## config.mk

```make
export PLATFORM = sky130hd
export DESIGN_NAME = mtp_codec
export DESIGN_NICKNAME = d
export VERILOG_FILES = /design/src/hw/mtp_pkg.sv /design/src/hw/mtp_codec.sv /design/src/hw/mtp_fifo.sv
export SDC_FILE = /design/constraint.sdc
export NUM_CORES = 1
export LEC_CHECK = 0
export ABC_AREA = 1
export BUFFER_PORTS_ARGS = -buffer_cell sky130_fd_sc_hd__buf_2
export CORE_MARGIN = 2
export CORE_UTILIZATION = 41
export CTS_CLUSTER_DIAMETER = 60
export DETAILED_ROUTE_END_ITERATION = 16
export HOLD_SLACK_MARGIN = 0.03
export PLACE_DENSITY = 0.69
export SYNTH_ARGS = -nofsm -noshare
export SYNTH_HDL_FRONTEND = slang
export SYNTH_SLANG_ARGS = --single-unit
```

## constraint.sdc

```tcl
create_clock -name CLK_SYS -period 1.65 [get_ports CLK_SYS]
set_input_delay 0.0825 -clock CLK_SYS [delete_from_list [all_inputs] [get_ports CLK_SYS]]
set_output_delay 0.0825 -clock CLK_SYS [all_outputs]
set_load 0.01 [all_outputs]
```

## src/hw/mtp_pkg.sv

```systemverilog
// shared constants and types for the line codec front end
package mtp_pkg;
   localparam int OSC_MHZ = 20;
   localparam int BIT_NS = 100;
   localparam int JITTER_NS = 18;
   // end of frame no later than one and a half bit times
   localparam int RX_END_NS = BIT_NS * 3 / 2;
   localparam logic [2:0] RX_END_CNT = 3'(RX_END_NS * OSC_MHZ / 1000 - 1);
   // mid-cell edge expected one bit after the last one
   localparam logic [2:0] RX_MID_MIN = 3'(BIT_NS * OSC_MHZ / 1000 - 1);
   localparam int COL_HOLD_NS = 200;
   localparam logic [2:0] COL_HOLD_CYC = 3'(COL_HOLD_NS * OSC_MHZ / 1000);
   localparam int FIFO_W = 2;
   localparam int FIFO_DEPTH = 32;
   localparam int PIN_RX = 0;
   localparam int PIN_SQ = 1;
   localparam int PIN_CD = 2;
   localparam int PIN_EXT = 3;
   localparam int PIN_ERXC = 4;
   localparam int PIN_ERXD = 5;
   localparam int PIN_ECRS = 6;
   localparam int PIN_ECOL = 7;
   localparam int PIN_N = 8;
   typedef enum logic [1:0] {ENC_IDLE, ENC_DATA, ENC_TAIL} mtp_enc_t;
endpackage

```

## src/hw/mtp_codec.sv

```systemverilog
// manchester line codec with twisted pair pre-emphasis outputs
`timescale 1ns/1ps
// Operation
// - select pin low uses internal codec; high bypasses it to pins.
// - internal mode still copies the mac codec signals to pins.
// - encoding starts with mac data and runs while data keeps coming.
// - each cell sends inverted data first half, true data second.
// - last transition is positive, mid-cell for one, boundary for zero.
// - idle drives both transmit lines to the same level.
// - decoder recovers clock and data only after squelch passes.
// - decoder tolerates received bit edge jitter up to 18 ns.
// - frame end flagged within one and a half bit times.
// - 10 MHz tone on collision pair gives collision to mac.
// - collision aborts the frame being sent; mac retries later.
// - 20 MHz oscillator halved for the 10 MHz bit clock.
// - true and inverted outputs plus copies delayed 50 ns.
module mtp_codec #(
   parameter int FIFO_W = mtp_pkg::FIFO_W,
   parameter int FIFO_DEPTH = mtp_pkg::FIFO_DEPTH
) (
   input wire logic CLK_SYS,
   input wire logic RST_B,
   input wire logic EXTERNAL_CODEC_SELECT,
   input wire logic MAC_TX_DATA,
   input wire logic MAC_TX_LAST,
   input wire logic MAC_TX_VALID,
   output logic MAC_TX_READY,
   output logic TRANSMIT_BIT_CLOCK,
   output logic TP_TRANSMIT_PAIR_P,
   output logic TP_TRANSMIT_PAIR_N,
   output logic TP_DELAYED_TRANSMIT_PAIR_P,
   output logic TP_DELAYED_TRANSMIT_PAIR_N,
   input wire logic RX_PAIR_LEVEL,
   input wire logic RX_SQUELCH_OK,
   input wire logic COLLISION_INPUT_PAIR,
   input wire logic EXT_RX_CLOCK,
   input wire logic EXT_RX_DATA,
   input wire logic EXT_CARRIER,
   input wire logic EXT_COLLISION,
   output logic OBS_TX_DATA,
   output logic OBS_TX_ENABLE,
   output logic MAC_RX_DATA,
   output logic MAC_RX_STROBE,
   output logic MAC_RX_END,
   output logic MAC_CARRIER,
   output logic MAC_COLLISION
);
   // pin synchronisers
   logic [mtp_pkg::PIN_N-1:0] pins, s1_r, s2_r, s3_r, flt_r, flt_nxt;
   assign pins = {EXT_COLLISION, EXT_CARRIER, EXT_RX_DATA, EXT_RX_CLOCK,
      EXTERNAL_CODEC_SELECT, COLLISION_INPUT_PAIR, RX_SQUELCH_OK,
      RX_PAIR_LEVEL};
   for (genvar i = 0; i < mtp_pkg::PIN_N; i++) begin : g_flt
      // change only once the last two stages agree
      assign flt_nxt[i] = (s2_r[i] == s3_r[i]) ? s3_r[i] : flt_r[i];
   end
   always_ff @(posedge CLK_SYS or negedge RST_B) begin
      if (!RST_B) begin
         s1_r <= '0;
         s2_r <= '0;
         s3_r <= '0;
         flt_r <= '0;
      end else begin
         s1_r <= pins;
         s2_r <= s1_r;
         s3_r <= s2_r;
         flt_r <= flt_nxt;
      end
   end
   logic ext_sel, rx_lvl, sq_ok;
   assign ext_sel = flt_r[mtp_pkg::PIN_EXT];
   // a half cell lasts one sample, so line pins skip the agreement filter
   assign rx_lvl = s3_r[mtp_pkg::PIN_RX];
   assign sq_ok = flt_r[mtp_pkg::PIN_SQ];

   // transmit fifo
   logic f_valid, f_ready;
   logic [FIFO_W-1:0] f_data;
   mtp_fifo #(
      .W(FIFO_W),
      .DEPTH(FIFO_DEPTH)
   ) u_fifo (
      .clk(CLK_SYS),
      .rst_b(RST_B),
      .in_valid(MAC_TX_VALID),
      .in_ready(MAC_TX_READY),
      .in_data({MAC_TX_LAST, MAC_TX_DATA}),
      .out_valid(f_valid),
      .out_ready(f_ready),
      .out_data(f_data)
   );

   // collision translator
   logic cd_edge, col_now;
   logic [2:0] ccnt_r, ccnt_nxt;
   // tone flips every sample, which the agreement filter would swallow
   assign cd_edge = (s2_r[mtp_pkg::PIN_CD] != s3_r[mtp_pkg::PIN_CD]);
   always_comb begin
      ccnt_nxt = ccnt_r;
      if (cd_edge) begin
         ccnt_nxt = mtp_pkg::COL_HOLD_CYC;
      end else if (ccnt_r != 3'h0) begin
         ccnt_nxt = ccnt_r - 3'h1;
      end
      // tone edges every half bit keep the hold alive
      col_now = ext_sel ? flt_r[mtp_pkg::PIN_ECOL] : (ccnt_r != 3'h0);
   end
   always_ff @(posedge CLK_SYS or negedge RST_B) begin
      if (!RST_B) begin
         ccnt_r <= 3'h0;
      end else begin
         ccnt_r <= ccnt_nxt;
      end
   end

   // encoder; half_r is the halved oscillator
   mtp_pkg::mtp_enc_t st_r, st_nxt;
   logic half_r, half_nxt, bit_r, bit_nxt, last_r, last_nxt;
   logic line_r, line_nxt, drv_r, drv_nxt, flush_r, flush_nxt;
   always_comb begin
      st_nxt = st_r;
      half_nxt = ~half_r;
      bit_nxt = bit_r;
      last_nxt = last_r;
      line_nxt = line_r;
      drv_nxt = drv_r;
      flush_nxt = flush_r;
      f_ready = 1'b0;
      case (st_r)
         mtp_pkg::ENC_IDLE: begin
            drv_nxt = 1'b0;
            line_nxt = 1'b0;
            if (flush_r) begin
               // drop the rest of an aborted frame
               f_ready = 1'b1;
               if (f_valid && f_data[1]) begin
                  flush_nxt = 1'b0;
               end
            end else if (half_r && f_valid) begin
               f_ready = 1'b1;
               st_nxt = mtp_pkg::ENC_DATA;
               bit_nxt = f_data[0];
               last_nxt = f_data[1];
               line_nxt = ~f_data[0];
               drv_nxt = 1'b1;
            end
         end
         mtp_pkg::ENC_DATA: begin
            if (!half_r) begin
               line_nxt = bit_r;
            end else if (col_now) begin
               st_nxt = mtp_pkg::ENC_TAIL;
               line_nxt = 1'b1;
               flush_nxt = ~last_r;
            end else if (last_r || !f_valid) begin
               // underrun also ends the frame cleanly
               st_nxt = mtp_pkg::ENC_TAIL;
               line_nxt = 1'b1;
            end else begin
               f_ready = 1'b1;
               bit_nxt = f_data[0];
               last_nxt = f_data[1];
               line_nxt = ~f_data[0];
            end
         end
         mtp_pkg::ENC_TAIL: begin
            st_nxt = mtp_pkg::ENC_IDLE;
            drv_nxt = 1'b0;
            line_nxt = 1'b0;
         end
         default: begin
            st_nxt = mtp_pkg::ENC_IDLE;
            drv_nxt = 1'b0;
         end
      endcase
   end
   always_ff @(posedge CLK_SYS or negedge RST_B) begin
      if (!RST_B) begin
         st_r <= mtp_pkg::ENC_IDLE;
         half_r <= 1'b0;
         bit_r <= 1'b0;
         last_r <= 1'b0;
         line_r <= 1'b0;
         drv_r <= 1'b0;
         flush_r <= 1'b0;
      end else begin
         st_r <= st_nxt;
         half_r <= half_nxt;
         bit_r <= bit_nxt;
         last_r <= last_nxt;
         line_r <= line_nxt;
         drv_r <= drv_nxt;
         flush_r <= flush_nxt;
      end
   end

   // line drivers; silent when the external codec is chosen
   logic tp_p_r, tp_p_nxt, tp_n_r, tp_n_nxt, tpd_p_r, tpd_n_r;
   logic obs_d_r, obs_d_nxt, obs_en_r, obs_en_nxt;
   always_comb begin
      tp_p_nxt = drv_r && line_r && !ext_sel;
      tp_n_nxt = drv_r && !line_r && !ext_sel;
      obs_d_nxt = bit_r;
      obs_en_nxt = (st_r == mtp_pkg::ENC_DATA);
   end
   always_ff @(posedge CLK_SYS or negedge RST_B) begin
      if (!RST_B) begin
         tp_p_r <= 1'b0;
         tp_n_r <= 1'b0;
         tpd_p_r <= 1'b0;
         tpd_n_r <= 1'b0;
         obs_d_r <= 1'b0;
         obs_en_r <= 1'b0;
      end else begin
         tp_p_r <= tp_p_nxt;
         tp_n_r <= tp_n_nxt;
         tpd_p_r <= tp_p_r;
         tpd_n_r <= tp_n_r;
         obs_d_r <= obs_d_nxt;
         obs_en_r <= obs_en_nxt;
      end
   end
   assign TRANSMIT_BIT_CLOCK = half_r;
   assign TP_TRANSMIT_PAIR_P = tp_p_r;
   assign TP_TRANSMIT_PAIR_N = tp_n_r;
   assign TP_DELAYED_TRANSMIT_PAIR_P = tpd_p_r;
   assign TP_DELAYED_TRANSMIT_PAIR_N = tpd_n_r;
   assign OBS_TX_DATA = obs_d_r;
   assign OBS_TX_ENABLE = obs_en_r;

   // decoder: two samples a cell, so jitter hides inside one sample
   logic dec_on_r, dec_nxt, dlvl_r, rx_edge, rx_mid, rx_stop;
   logic [2:0] dcnt_r, dcnt_nxt;
   assign rx_edge = (rx_lvl != dlvl_r);
   always_comb begin
      dec_nxt = dec_on_r;
      dcnt_nxt = dcnt_r;
      rx_mid = 1'b0;
      rx_stop = 1'b0;
      if (!dec_on_r) begin
         if (sq_ok && rx_edge) begin
            dec_nxt = 1'b1;
            dcnt_nxt = 3'h0;
            rx_mid = 1'b1;
         end
      end else if (!sq_ok) begin
         dec_nxt = 1'b0;
         rx_stop = 1'b1;
      end else if (rx_edge && dcnt_r >= mtp_pkg::RX_MID_MIN) begin
         rx_mid = 1'b1;
         dcnt_nxt = 3'h0;
      end else if (!rx_edge && dcnt_r >= mtp_pkg::RX_END_CNT) begin
         dec_nxt = 1'b0;
         rx_stop = 1'b1;
      end else if (dcnt_r != 3'h7) begin
         dcnt_nxt = dcnt_r + 3'h1;
      end
   end
   always_ff @(posedge CLK_SYS or negedge RST_B) begin
      if (!RST_B) begin
         dec_on_r <= 1'b0;
         dcnt_r <= 3'h0;
         dlvl_r <= 1'b0;
      end else begin
         dec_on_r <= dec_nxt;
         dcnt_r <= dcnt_nxt;
         dlvl_r <= rx_lvl;
      end
   end

   // mac receive side, internal or external source
   logic rxd_r, rxd_nxt, stb_r, stb_nxt, end_r, end_nxt;
   logic crs_r, crs_nxt, col_r, col_nxt, erxc_r, ecrs_r;
   always_comb begin
      if (ext_sel) begin
         rxd_nxt = flt_r[mtp_pkg::PIN_ERXD];
         stb_nxt = flt_r[mtp_pkg::PIN_ERXC] && !erxc_r;
         end_nxt = !flt_r[mtp_pkg::PIN_ECRS] && ecrs_r;
         crs_nxt = flt_r[mtp_pkg::PIN_ECRS];
      end else begin
         rxd_nxt = rx_mid ? rx_lvl : rxd_r;
         stb_nxt = rx_mid;
         end_nxt = rx_stop;
         crs_nxt = dec_nxt;
      end
      col_nxt = col_now;
   end
   always_ff @(posedge CLK_SYS or negedge RST_B) begin
      if (!RST_B) begin
         rxd_r <= 1'b0;
         stb_r <= 1'b0;
         end_r <= 1'b0;
         crs_r <= 1'b0;
         col_r <= 1'b0;
         erxc_r <= 1'b0;
         ecrs_r <= 1'b0;
      end else begin
         rxd_r <= rxd_nxt;
         stb_r <= stb_nxt;
         end_r <= end_nxt;
         crs_r <= crs_nxt;
         col_r <= col_nxt;
         erxc_r <= flt_r[mtp_pkg::PIN_ERXC];
         ecrs_r <= flt_r[mtp_pkg::PIN_ECRS];
      end
   end
   assign MAC_RX_DATA = rxd_r;
   assign MAC_RX_STROBE = stb_r;
   assign MAC_RX_END = end_r;
   assign MAC_CARRIER = crs_r;
   assign MAC_COLLISION = col_r;
endmodule // mtp_codec

```

## src/hw/mtp_fifo.sv

```systemverilog
// transmit bit fifo with registered ready
`timescale 1ns/1ps
module mtp_fifo #(
   parameter int W = 2,
   parameter int DEPTH = 32
) (
   input wire logic clk,
   input wire logic rst_b,
   input wire logic in_valid,
   output logic in_ready,
   input wire logic [W-1:0] in_data,
   output logic out_valid,
   input wire logic out_ready,
   output logic [W-1:0] out_data
);
   // depth must be a power of two, pointers wrap freely
   localparam int AW = $clog2(DEPTH);
   logic [W-1:0] mem [DEPTH];
   logic [AW-1:0] wp_r, wp_nxt, rp_r, rp_nxt;
   logic [AW:0] cnt_r, cnt_nxt;
   logic rdy_r, rdy_nxt, wr, rd;
   assign wr = in_valid && rdy_r;
   assign rd = out_ready && out_valid;
   assign out_valid = (cnt_r != '0);
   assign out_data = mem[rp_r];
   assign in_ready = rdy_r;
   always_comb begin
      wp_nxt = wr ? wp_r + 1'b1 : wp_r;
      rp_nxt = rd ? rp_r + 1'b1 : rp_r;
      cnt_nxt = cnt_r;
      if (wr && !rd) begin
         cnt_nxt = cnt_r + 1'b1;
      end else if (rd && !wr) begin
         cnt_nxt = cnt_r - 1'b1;
      end
      rdy_nxt = (cnt_nxt != (AW+1)'(DEPTH));
   end
   always_ff @(posedge clk or negedge rst_b) begin
      if (!rst_b) begin
         wp_r <= '0;
         rp_r <= '0;
         cnt_r <= '0;
         rdy_r <= 1'b0;
      end else begin
         wp_r <= wp_nxt;
         rp_r <= rp_nxt;
         cnt_r <= cnt_nxt;
         rdy_r <= rdy_nxt;
      end
   end
   always_ff @(posedge clk) begin
      if (wr) begin
         mem[wp_r] <= in_data;
      end
   end
endmodule // mtp_fifo

```

==> Word level (Yosys, flattened, before mapping) <==
Memories as Yosys holds them, arrays and structs flattened.
Cells that the tools add are included.
{ "totals": {"ram_bits": 64, "mem_count": 1, "out_inout_bits": 13, "wordCells": 174, "regBits": 76} }
{ "classes": {"addsub": 6, "magnitude_cmp": 2, "n_bitwise": 3, "mux": 67, "reduce_logical": 36, "n_eq_ne": 22} }
{ "mem_list": {"columns": ["name", "depth", "width", "rd", "rd_ports_with_merged_regs", "write_ports", "line", "text"], "rows": [
  ["u_fifo.mem", 32, 2, 1, 0, 1, "mtp_fifo.sv:18", "logic [W-1:0] mem [DEPTH];"]
]} }
{ "ops": {"columns": ["op", "count"], "rows": [
  ["1-bit two-way mux", 45],
  ["3-bit two-way mux", 8],
  ["1-bit logical AND", 15],
  ["6-bit two-way mux", 2],
  ["2-bit inequality test, second input constant", 6],
  ["5-bit by 1-bit adder with 5-bit output, second input constant", 2],
  ["2-bit two-way mux", 5],
  ["1-bit case mux with 2 select lines", 5],
  ["1-bit logical NOT", 8],
  ["4-bit AND reduction", 2],
  ["2-bit nonzero test", 4],
  ["6-bit by 1-bit adder with 6-bit output, second input constant", 1],
  ["1-bit equality test", 6],
  ["3-bit by 1-bit inequality test with 1-bit output, second input constant", 2],
  ["3-bit inequality test, second input constant", 2],
  ["6-bit inequality test, second input constant", 1],
  ["6-bit AND reduction", 1],
  ["3-bit nonzero test", 2],
  ["6-bit nonzero test", 1],
  ["6-bit by 1-bit subtractor with 6-bit output, second input constant", 1],
  ["2-bit case mux with 2 select lines", 1],
  ["3-bit by 1-bit adder with 3-bit output, second input constant", 1],
  ["3-bit by 1-bit greater-or-equal comparator with 1-bit output, second input constant", 1],
  ["3-bit by 2-bit greater-or-equal comparator with 1-bit output, second input constant", 1],
  ["10 further kinds", 13]
]} }

==> Longest topological paths before layout <==
{ "depth": {"depth_word": 12, "mapped_depth": 14} }

==> By module <==
A second synthesis with hierarchy kept.
{ "unflattened": {"hier_cells": 577, "hier_area_um2": 6074.6} }
{ "modules_own_cells": {"columns": ["mod", "area_each_um2", "cells_each", "seq_area_each_um2", "n_inst"], "rows": [
  ["mtp_fifo", 3813.7, 366, 2347.3, 1],
  ["mtp_codec", 2260.9, 211, 1476.4, 1]
]} }

==> Worst setup path before layout <==
Ideal clock, no wire load.
{ "synth_path": {"kind": "register to register", "from": "reg st_r[1]", "to": "reg u_fifo.rdy_r (netlist: u_fifo.in_ready)", "period_less_slack_ps": 1818, "n_path_buf": 0, "t_arrival_ps": 1693, "slack_ps": -168, "t_required_ps": 1525, "path_stages_with_launch": 14, "cell_sequence": "dfrtp_1 inv_1 ha_1 inv_1 nor2_1 nand4_4 nand2_4 nand2_4 nand2_4 inv_4 nand2_2 nand3_2 nor2_1 nand3_1"} }
{ "synth_between": {"elab_chain_cells": 7, "elab_cells_between_ends": 10, "cone_classes": "eq/ne: 2; mux: 3; reduce/logical: 5"} }
{ "synth_lines": {"columns": ["item", "line", "text"], "rows": [
  ["start, declared", "mtp_codec.sv:117", "mtp_pkg::mtp_enc_t st_r, st_nxt;"],
  ["start signal, assigned", "mtp_codec.sv:179", "st_r <= mtp_pkg::ENC_IDLE;"],
  ["start signal, assigned", "mtp_codec.sv:187", "st_r <= st_nxt;"],
  ["2-bit by 1-bit equality test with 1-bit output *", null, null],
  ["net obs_en_nxt", "mtp_codec.sv:199", "logic obs_d_r, obs_d_nxt, obs_en_r, obs_en_nxt;"],
  ["1-bit case mux with 2 select lines *", "mtp_codec.sv:129", "case (st_r)"],
  ["1-bit logical AND *", "mtp_fifo.sv:23", "assign rd = out_ready && out_valid;"],
  ["1-bit logical AND or 1-bit logical NOT (tied branches)", "mtp_fifo.sv:33, mtp_fifo.sv:31", null],
  ["6-bit two-way mux or 1-bit logical AND (tied branches)", "mtp_fifo.sv:33, mtp_fifo.sv:31", null],
  ["6-bit two-way mux *", "mtp_fifo.sv:31", "if (wr && !rd) begin"],
  ["net u_fifo.cnt_nxt[1]", "mtp_fifo.sv:20", "logic [AW:0] cnt_r, cnt_nxt;"],
  ["6-bit inequality test *", "mtp_fifo.sv:36", "rdy_nxt = (cnt_nxt != (AW+1)'(DEPTH));"],
  ["net u_fifo.rdy_nxt", "mtp_fifo.sv:21", "logic rdy_r, rdy_nxt, wr, rd;"],
  ["end signal, assigned", "mtp_fifo.sv:48", "rdy_r <= rdy_nxt;"],
  ["end, declared", "mtp_fifo.sv:21", null]
]} }
Mark *: on every way through the listed nets, which the timed path passes. The rest lies on a longest branch.
A chain may end at the register's enable or synchronous reset.

==> Worst setup path after layout <==
{ "layout_path": {"from": "reg ccnt_r[0]", "to": "reg u_fifo.rdy_r (netlist: u_fifo.in_ready)"} }
{ "layout_between": {"elab_chain_cells": 10, "elab_cells_between_ends": 12, "cone_classes": "eq/ne: 1; mux: 6; reduce/logical: 5"} }
{ "layout_lines": {"columns": ["item", "line", "text"], "rows": [
  ["start, declared", "mtp_codec.sv:95", "logic [2:0] ccnt_r, ccnt_nxt;"],
  ["start signal, assigned", "mtp_codec.sv:112", "ccnt_r <= ccnt_nxt;"],
  ["3-bit nonzero test *", "mtp_codec.sv:106", "col_now = ext_sel ? flt_r[mtp_pkg::PIN_ECOL] : (ccnt_r != 3'h0);"],
  ["1-bit two-way mux *", "mtp_codec.sv:106", null],
  ["1-bit two-way mux *", "mtp_codec.sv:151", "end else if (col_now) begin"],
  ["1-bit two-way mux *", "mtp_codec.sv:149", "if (!half_r) begin"],
  ["1-bit case mux with 2 select lines *", "mtp_codec.sv:129", null],
  ["1-bit logical AND *", "mtp_fifo.sv:23", null],
  ["1-bit logical AND or 1-bit logical NOT (tied branches)", "mtp_fifo.sv:33, mtp_fifo.sv:31", null],
  ["6-bit two-way mux or 1-bit logical AND (tied branches)", "mtp_fifo.sv:33, mtp_fifo.sv:31", null],
  ["6-bit two-way mux *", "mtp_fifo.sv:31", null],
  ["net u_fifo.cnt_nxt[4]", "mtp_fifo.sv:20", null],
  ["6-bit inequality test *", "mtp_fifo.sv:36", null],
  ["net u_fifo.rdy_nxt", "mtp_fifo.sv:21", null]
]} }
Marks and branches as above.

==> results by group <==
Outcome
  – Status: finished, violations left
  – Failing checks: negative setup slack

Pwr
  – Switching Fraction: 36.9%
  – Sequential Power Share: 32.6%
  – Switching power: 5.24 mW
  – Clock Power Share: between 20% and 30%
  – Worst VDD drop: around 0.9 mV
  – Leakage: approximately 3.3 nW
  – Pint: ~8.9 mW
  – Combinational group share of total power: 41.1%
  – Pwr Density: roughly 1800 nW/um^2

Drt
  – WL final: 12800 um
  – Via-per-instance ratio: slightly below 5
  – Residual DRC: 0
  – DR WL/cell: 15.0 um
  – DRT iter0 DRCs: 270
  – Antenna viol nets, final: 0
  – Drt first pass iters: 4
  – Vias post-DR: ~4200

Placement
  – DP Worst Slack: -0.152 ns
  – GPL Wtd Cong: slightly below 0.9
  – Hpwl dp: 8180 um
  – Buffers on Ports: 25

STA
  – Final Cycle Share: 103%
  – Max Clock Skew: 0.0130 ns
  – Slew headroom: between 60% and 70%
  – Hold slack: between 0.15 and 0.2 ns
  – Final critical-path required period: 1.70 ns
  – Setup Viol. Count Final: 3
  – Max Slew Vio Count: 0
  – Highest clock rate: 0.589 GHz
  – Unrepaired setup endpoints after global routing: yes
  – Hold Vio Cnt, Final: 0
  – Worst-Margin Slew: 0.541 ns
  – Final setup margin: -0.0464 ns

Logic synthesis
  – Seq/Total Area, Yosys: between 60% and 70%
  – Synthesized area: slightly below 6000 um^2
  – Share of the synthesized area in the top cell type: around a third
  – Synth area leader: edfxtp_1
  – Syn Inst Count: 550
  – Cell variety after synth: 37
  – Average instance area after synthesis: ~11 um^2
  – #FFs+latches synth: 140
  – Synth warn: 0
  – Syn Nets: between 500 and 600
  – Synth area leaders: edfxtp_1 (32%), dfrtp_1 (32%), nand2_1 (6.0%)

Layout
  – Share of cells above drive strength 1: ~28%
  – Fin nets: between 600 and 700
  – Most frequent cells in the layout: nand2_1 (85), nor2_1 (75), dfrtp_1 (74)
  – Fill cells: 1160
  – Ant. Diodes: 0
  – Area growth from synthesis to layout: 29.9%
  – Leading cell type in the layout, fill and taps excluded: nand2_1

Worst hold path
  – Hold WC Path Type: input pin to asynchronous set/reset pin

Setup path
  – Arrival time worst endpoint: 2.00 ns
  – Crit Path Max Fanout: 8
  – CP top delay family: simple AND/OR/NAND/NOR gates
  – Critical-path top delay cell: dfrtp_1
  – Req. time, crit path: about 2 ns
  – Crit path buffers/inverters: 1
  – Startpoint types: flip-flop
  – FF-to-FF path depth: 13
  – Most frequent CP cell: nand2_1
  – Kind of critical path: flip-flop to flip-flop
  – CP Capture Type: flip-flop
  – CP cell instances: inv_2, ha_4, nand3_4, nand2_4, nand4_4, nand2_4, nand3_4, nand2_1, nand2_1, nand2_1, nand2_1, nor2_1, nand3_1
  – Max stage delay on crit path: between 0.3 and 0.4 ns
  – R2r setup slk: -0.05 ns
  – R2r endpoint: u_fifo.in_ready$_DFF_PN0_
  – Reg2reg start: ccnt_r[0]$_DFFE_PN0P_

Die
  – Boundary Pins: 26
  – Die area: 15500 um^2
  – Initial Util: 41.4%
  – Std-Cell Rows: 44
  – Die W: about 120 um
  – DIE HEIGHT: 124 um
  – Core area: 14400 um^2

Job
  – Maxcap violations: 0

Global route
  – Total congestion overflow: 0
  – All-Layer GR Usage: 16.6%
  – Vias in the first global route: 4201
  – Global-route wire length before repair: approximately 20000 um
  – Largest net degree at the start of global routing: 39
  – Initial antenna violation count: 0

Clocking
  – Clk Latency, worst-skew pair: around 0.42 ns
  – H-Tree Depth: 4
  – CTS buffer count: 17
  – Worst-case clock buffer depth: 2
  – Clock Pin Slew Worst Setup and Hold Paths: 0.07 ns
  – CTS tree: yes
  – Clock sinks: 140
  – Root Buffer: clkbuf_16
==> how the worst max path moves through the flow <==
stage / startpoint / end / slack (ns) / depth (start not counted)
2_1_floorplan: u_fifo.cnt_r[1]$_DFF_PN0_ / u_fifo.in_ready$_DFF_PN0_ / -0.008 / 13
3_3_place_gp: ccnt_r[0]$_DFFE_PN0P_ / u_fifo.in_ready$_DFF_PN0_ / -0.07 / 13
3_5_place_dp: ccnt_r[0]$_DFFE_PN0P_ / last_r$_DFFE_PN0P_ / -0.15 / 11
4_1_cts: u_fifo.cnt_r[0]$_DFF_PN0_ / u_fifo.in_ready$_DFF_PN0_ / -0.05 / 13
5_1_grt: u_fifo.cnt_r[0]$_DFF_PN0_ / u_fifo.in_ready$_DFF_PN0_ / -0.17 / 14
6_report: ccnt_r[0]$_DFFE_PN0P_ / u_fifo.in_ready$_DFF_PN0_ / -0.05 / 13
==> cell families after synthesis <==
| family | count (synthesis) | share of synthesized area [%] |
|---|---|---|
| AO/OA/AOI/OAI | 72 | 6.73 |
| AND/OR/NAND/NOR | 234 | 17.4 |
| adder cells (fa/ha/maj) | 22 | 4.38 |
| XOR/XNOR | 17 | 2.50 |
| flip-flops | 140 | 64.3 |
| multiplexers | 1 | 0.168 |
| buffers and inverters | 64 | 4.50 |
==> synth_stat cells <==
cell       n
o31ai_1    2
clkinv_2   1
nand3_4    1
inv_2      1
nor3_1     4
nand3_1   31
nand3_2    2
buf_2      1
nand2_4    3
o22ai_1    6
o211ai_1   6
buf_6      3
mux2i_1    1
maj3_1     6
xor2_1    14
nor4_2     1
dfrtp_1   76
a21oi_1   15
o221ai_1   2
nand4_1    7
xnor2_1    3
edfxtp_1  64
nand2_1   95
or2_2      1
nor2_1    83
or2_0      1
clkbuf_1   9
o21a_1     1
nor2_4     1
o21ai_0   38
ha_1      16
a21boi_1   1
nand4_4    1
nand2_2    3
o21ai_1    1
inv_4      1
inv_1     48
==> timing repair <==
action | in CTS | in global routing
buffers inserted | 5 | 10
pin swaps | 15 | 25
endpoints found under the hold margin | 56 | 0
endpoints found under the setup margin | 11 | 15
cloned | 0 | 2
hold buffers | 10 | 0
resized for setup | 17 | 64
==> power groups by stage <==
stage | clock network, mW | registers, mW | logic [mW]
floorplan | 0 | 4.61 | 3.05
global placement | 0 | 4.63 | 4.63
detailed placement | 0 | 4.66 | 4.77
CTS | 3.79 | 4.60 | 5.08
global route | 3.93 | 4.68 | 6.44
finish | 3.72 | 4.63 | 5.83
==> final cells by class <==
cell class | count | area (um^2) | share of cell area [%]
clock buffers | 22 | 518 | 6.70
clock inverters | 10 | 71.3 | 0.923
inverters | 51 | 198 | 2.56
multi-input cells | 346 | 2100 | 27.2
flip-flops and latches | 140 | 3830 | 49.5
well taps | 184 | 230 | 2.98
repair buffers | 100 | 779 | 10.1
==> state kept, by name (all words and copies together), names as in the netlist, 2 cells and up <==
signal        flops
u_fifo.mem       64
s1_r              8
s2_r              8
s3_r              8
flt_r             6
u_fifo.cnt_r      6
u_fifo.rp_r       5
u_fifo.wp_r       5
ccnt_r            3
dcnt_r            3
st_r              2
==> through the flow <==
stage / area [um^2] / total power, mW / std cells / utilization [%] / TNS, ns
2_1_floorplan: 5980 / 7.66 / 550 / - / -0.00839
3_3_place_gp: 6650 / 9.25 / 794 / 46.3 / -0.265
3_5_place_dp: 6650 / 9.43 / 794 / 46.3 / -0.925
4_1_cts: 7450 / 13.5 / 841 / 51.8 / -0.0540
5_1_grt: 7730 / 15.1 / 853 / 53.8 / -0.684
6_report: 7730 / 14.2 / 853 / 53.8 / -0.0647
==> layer usage <==
metal | global-route usage [%] | vias to the layer above | wire length (um)
met5 | 0 | - | 0
met3 | 4.42 | 20 | 453
met2 | 28.5 | 77 | 6550
met4 | 5.62 | 0 | 245
li1 | - | 2059 | -
met1 | 20.4 | 2083 | 5580
(Power assumes the default switching activity.)
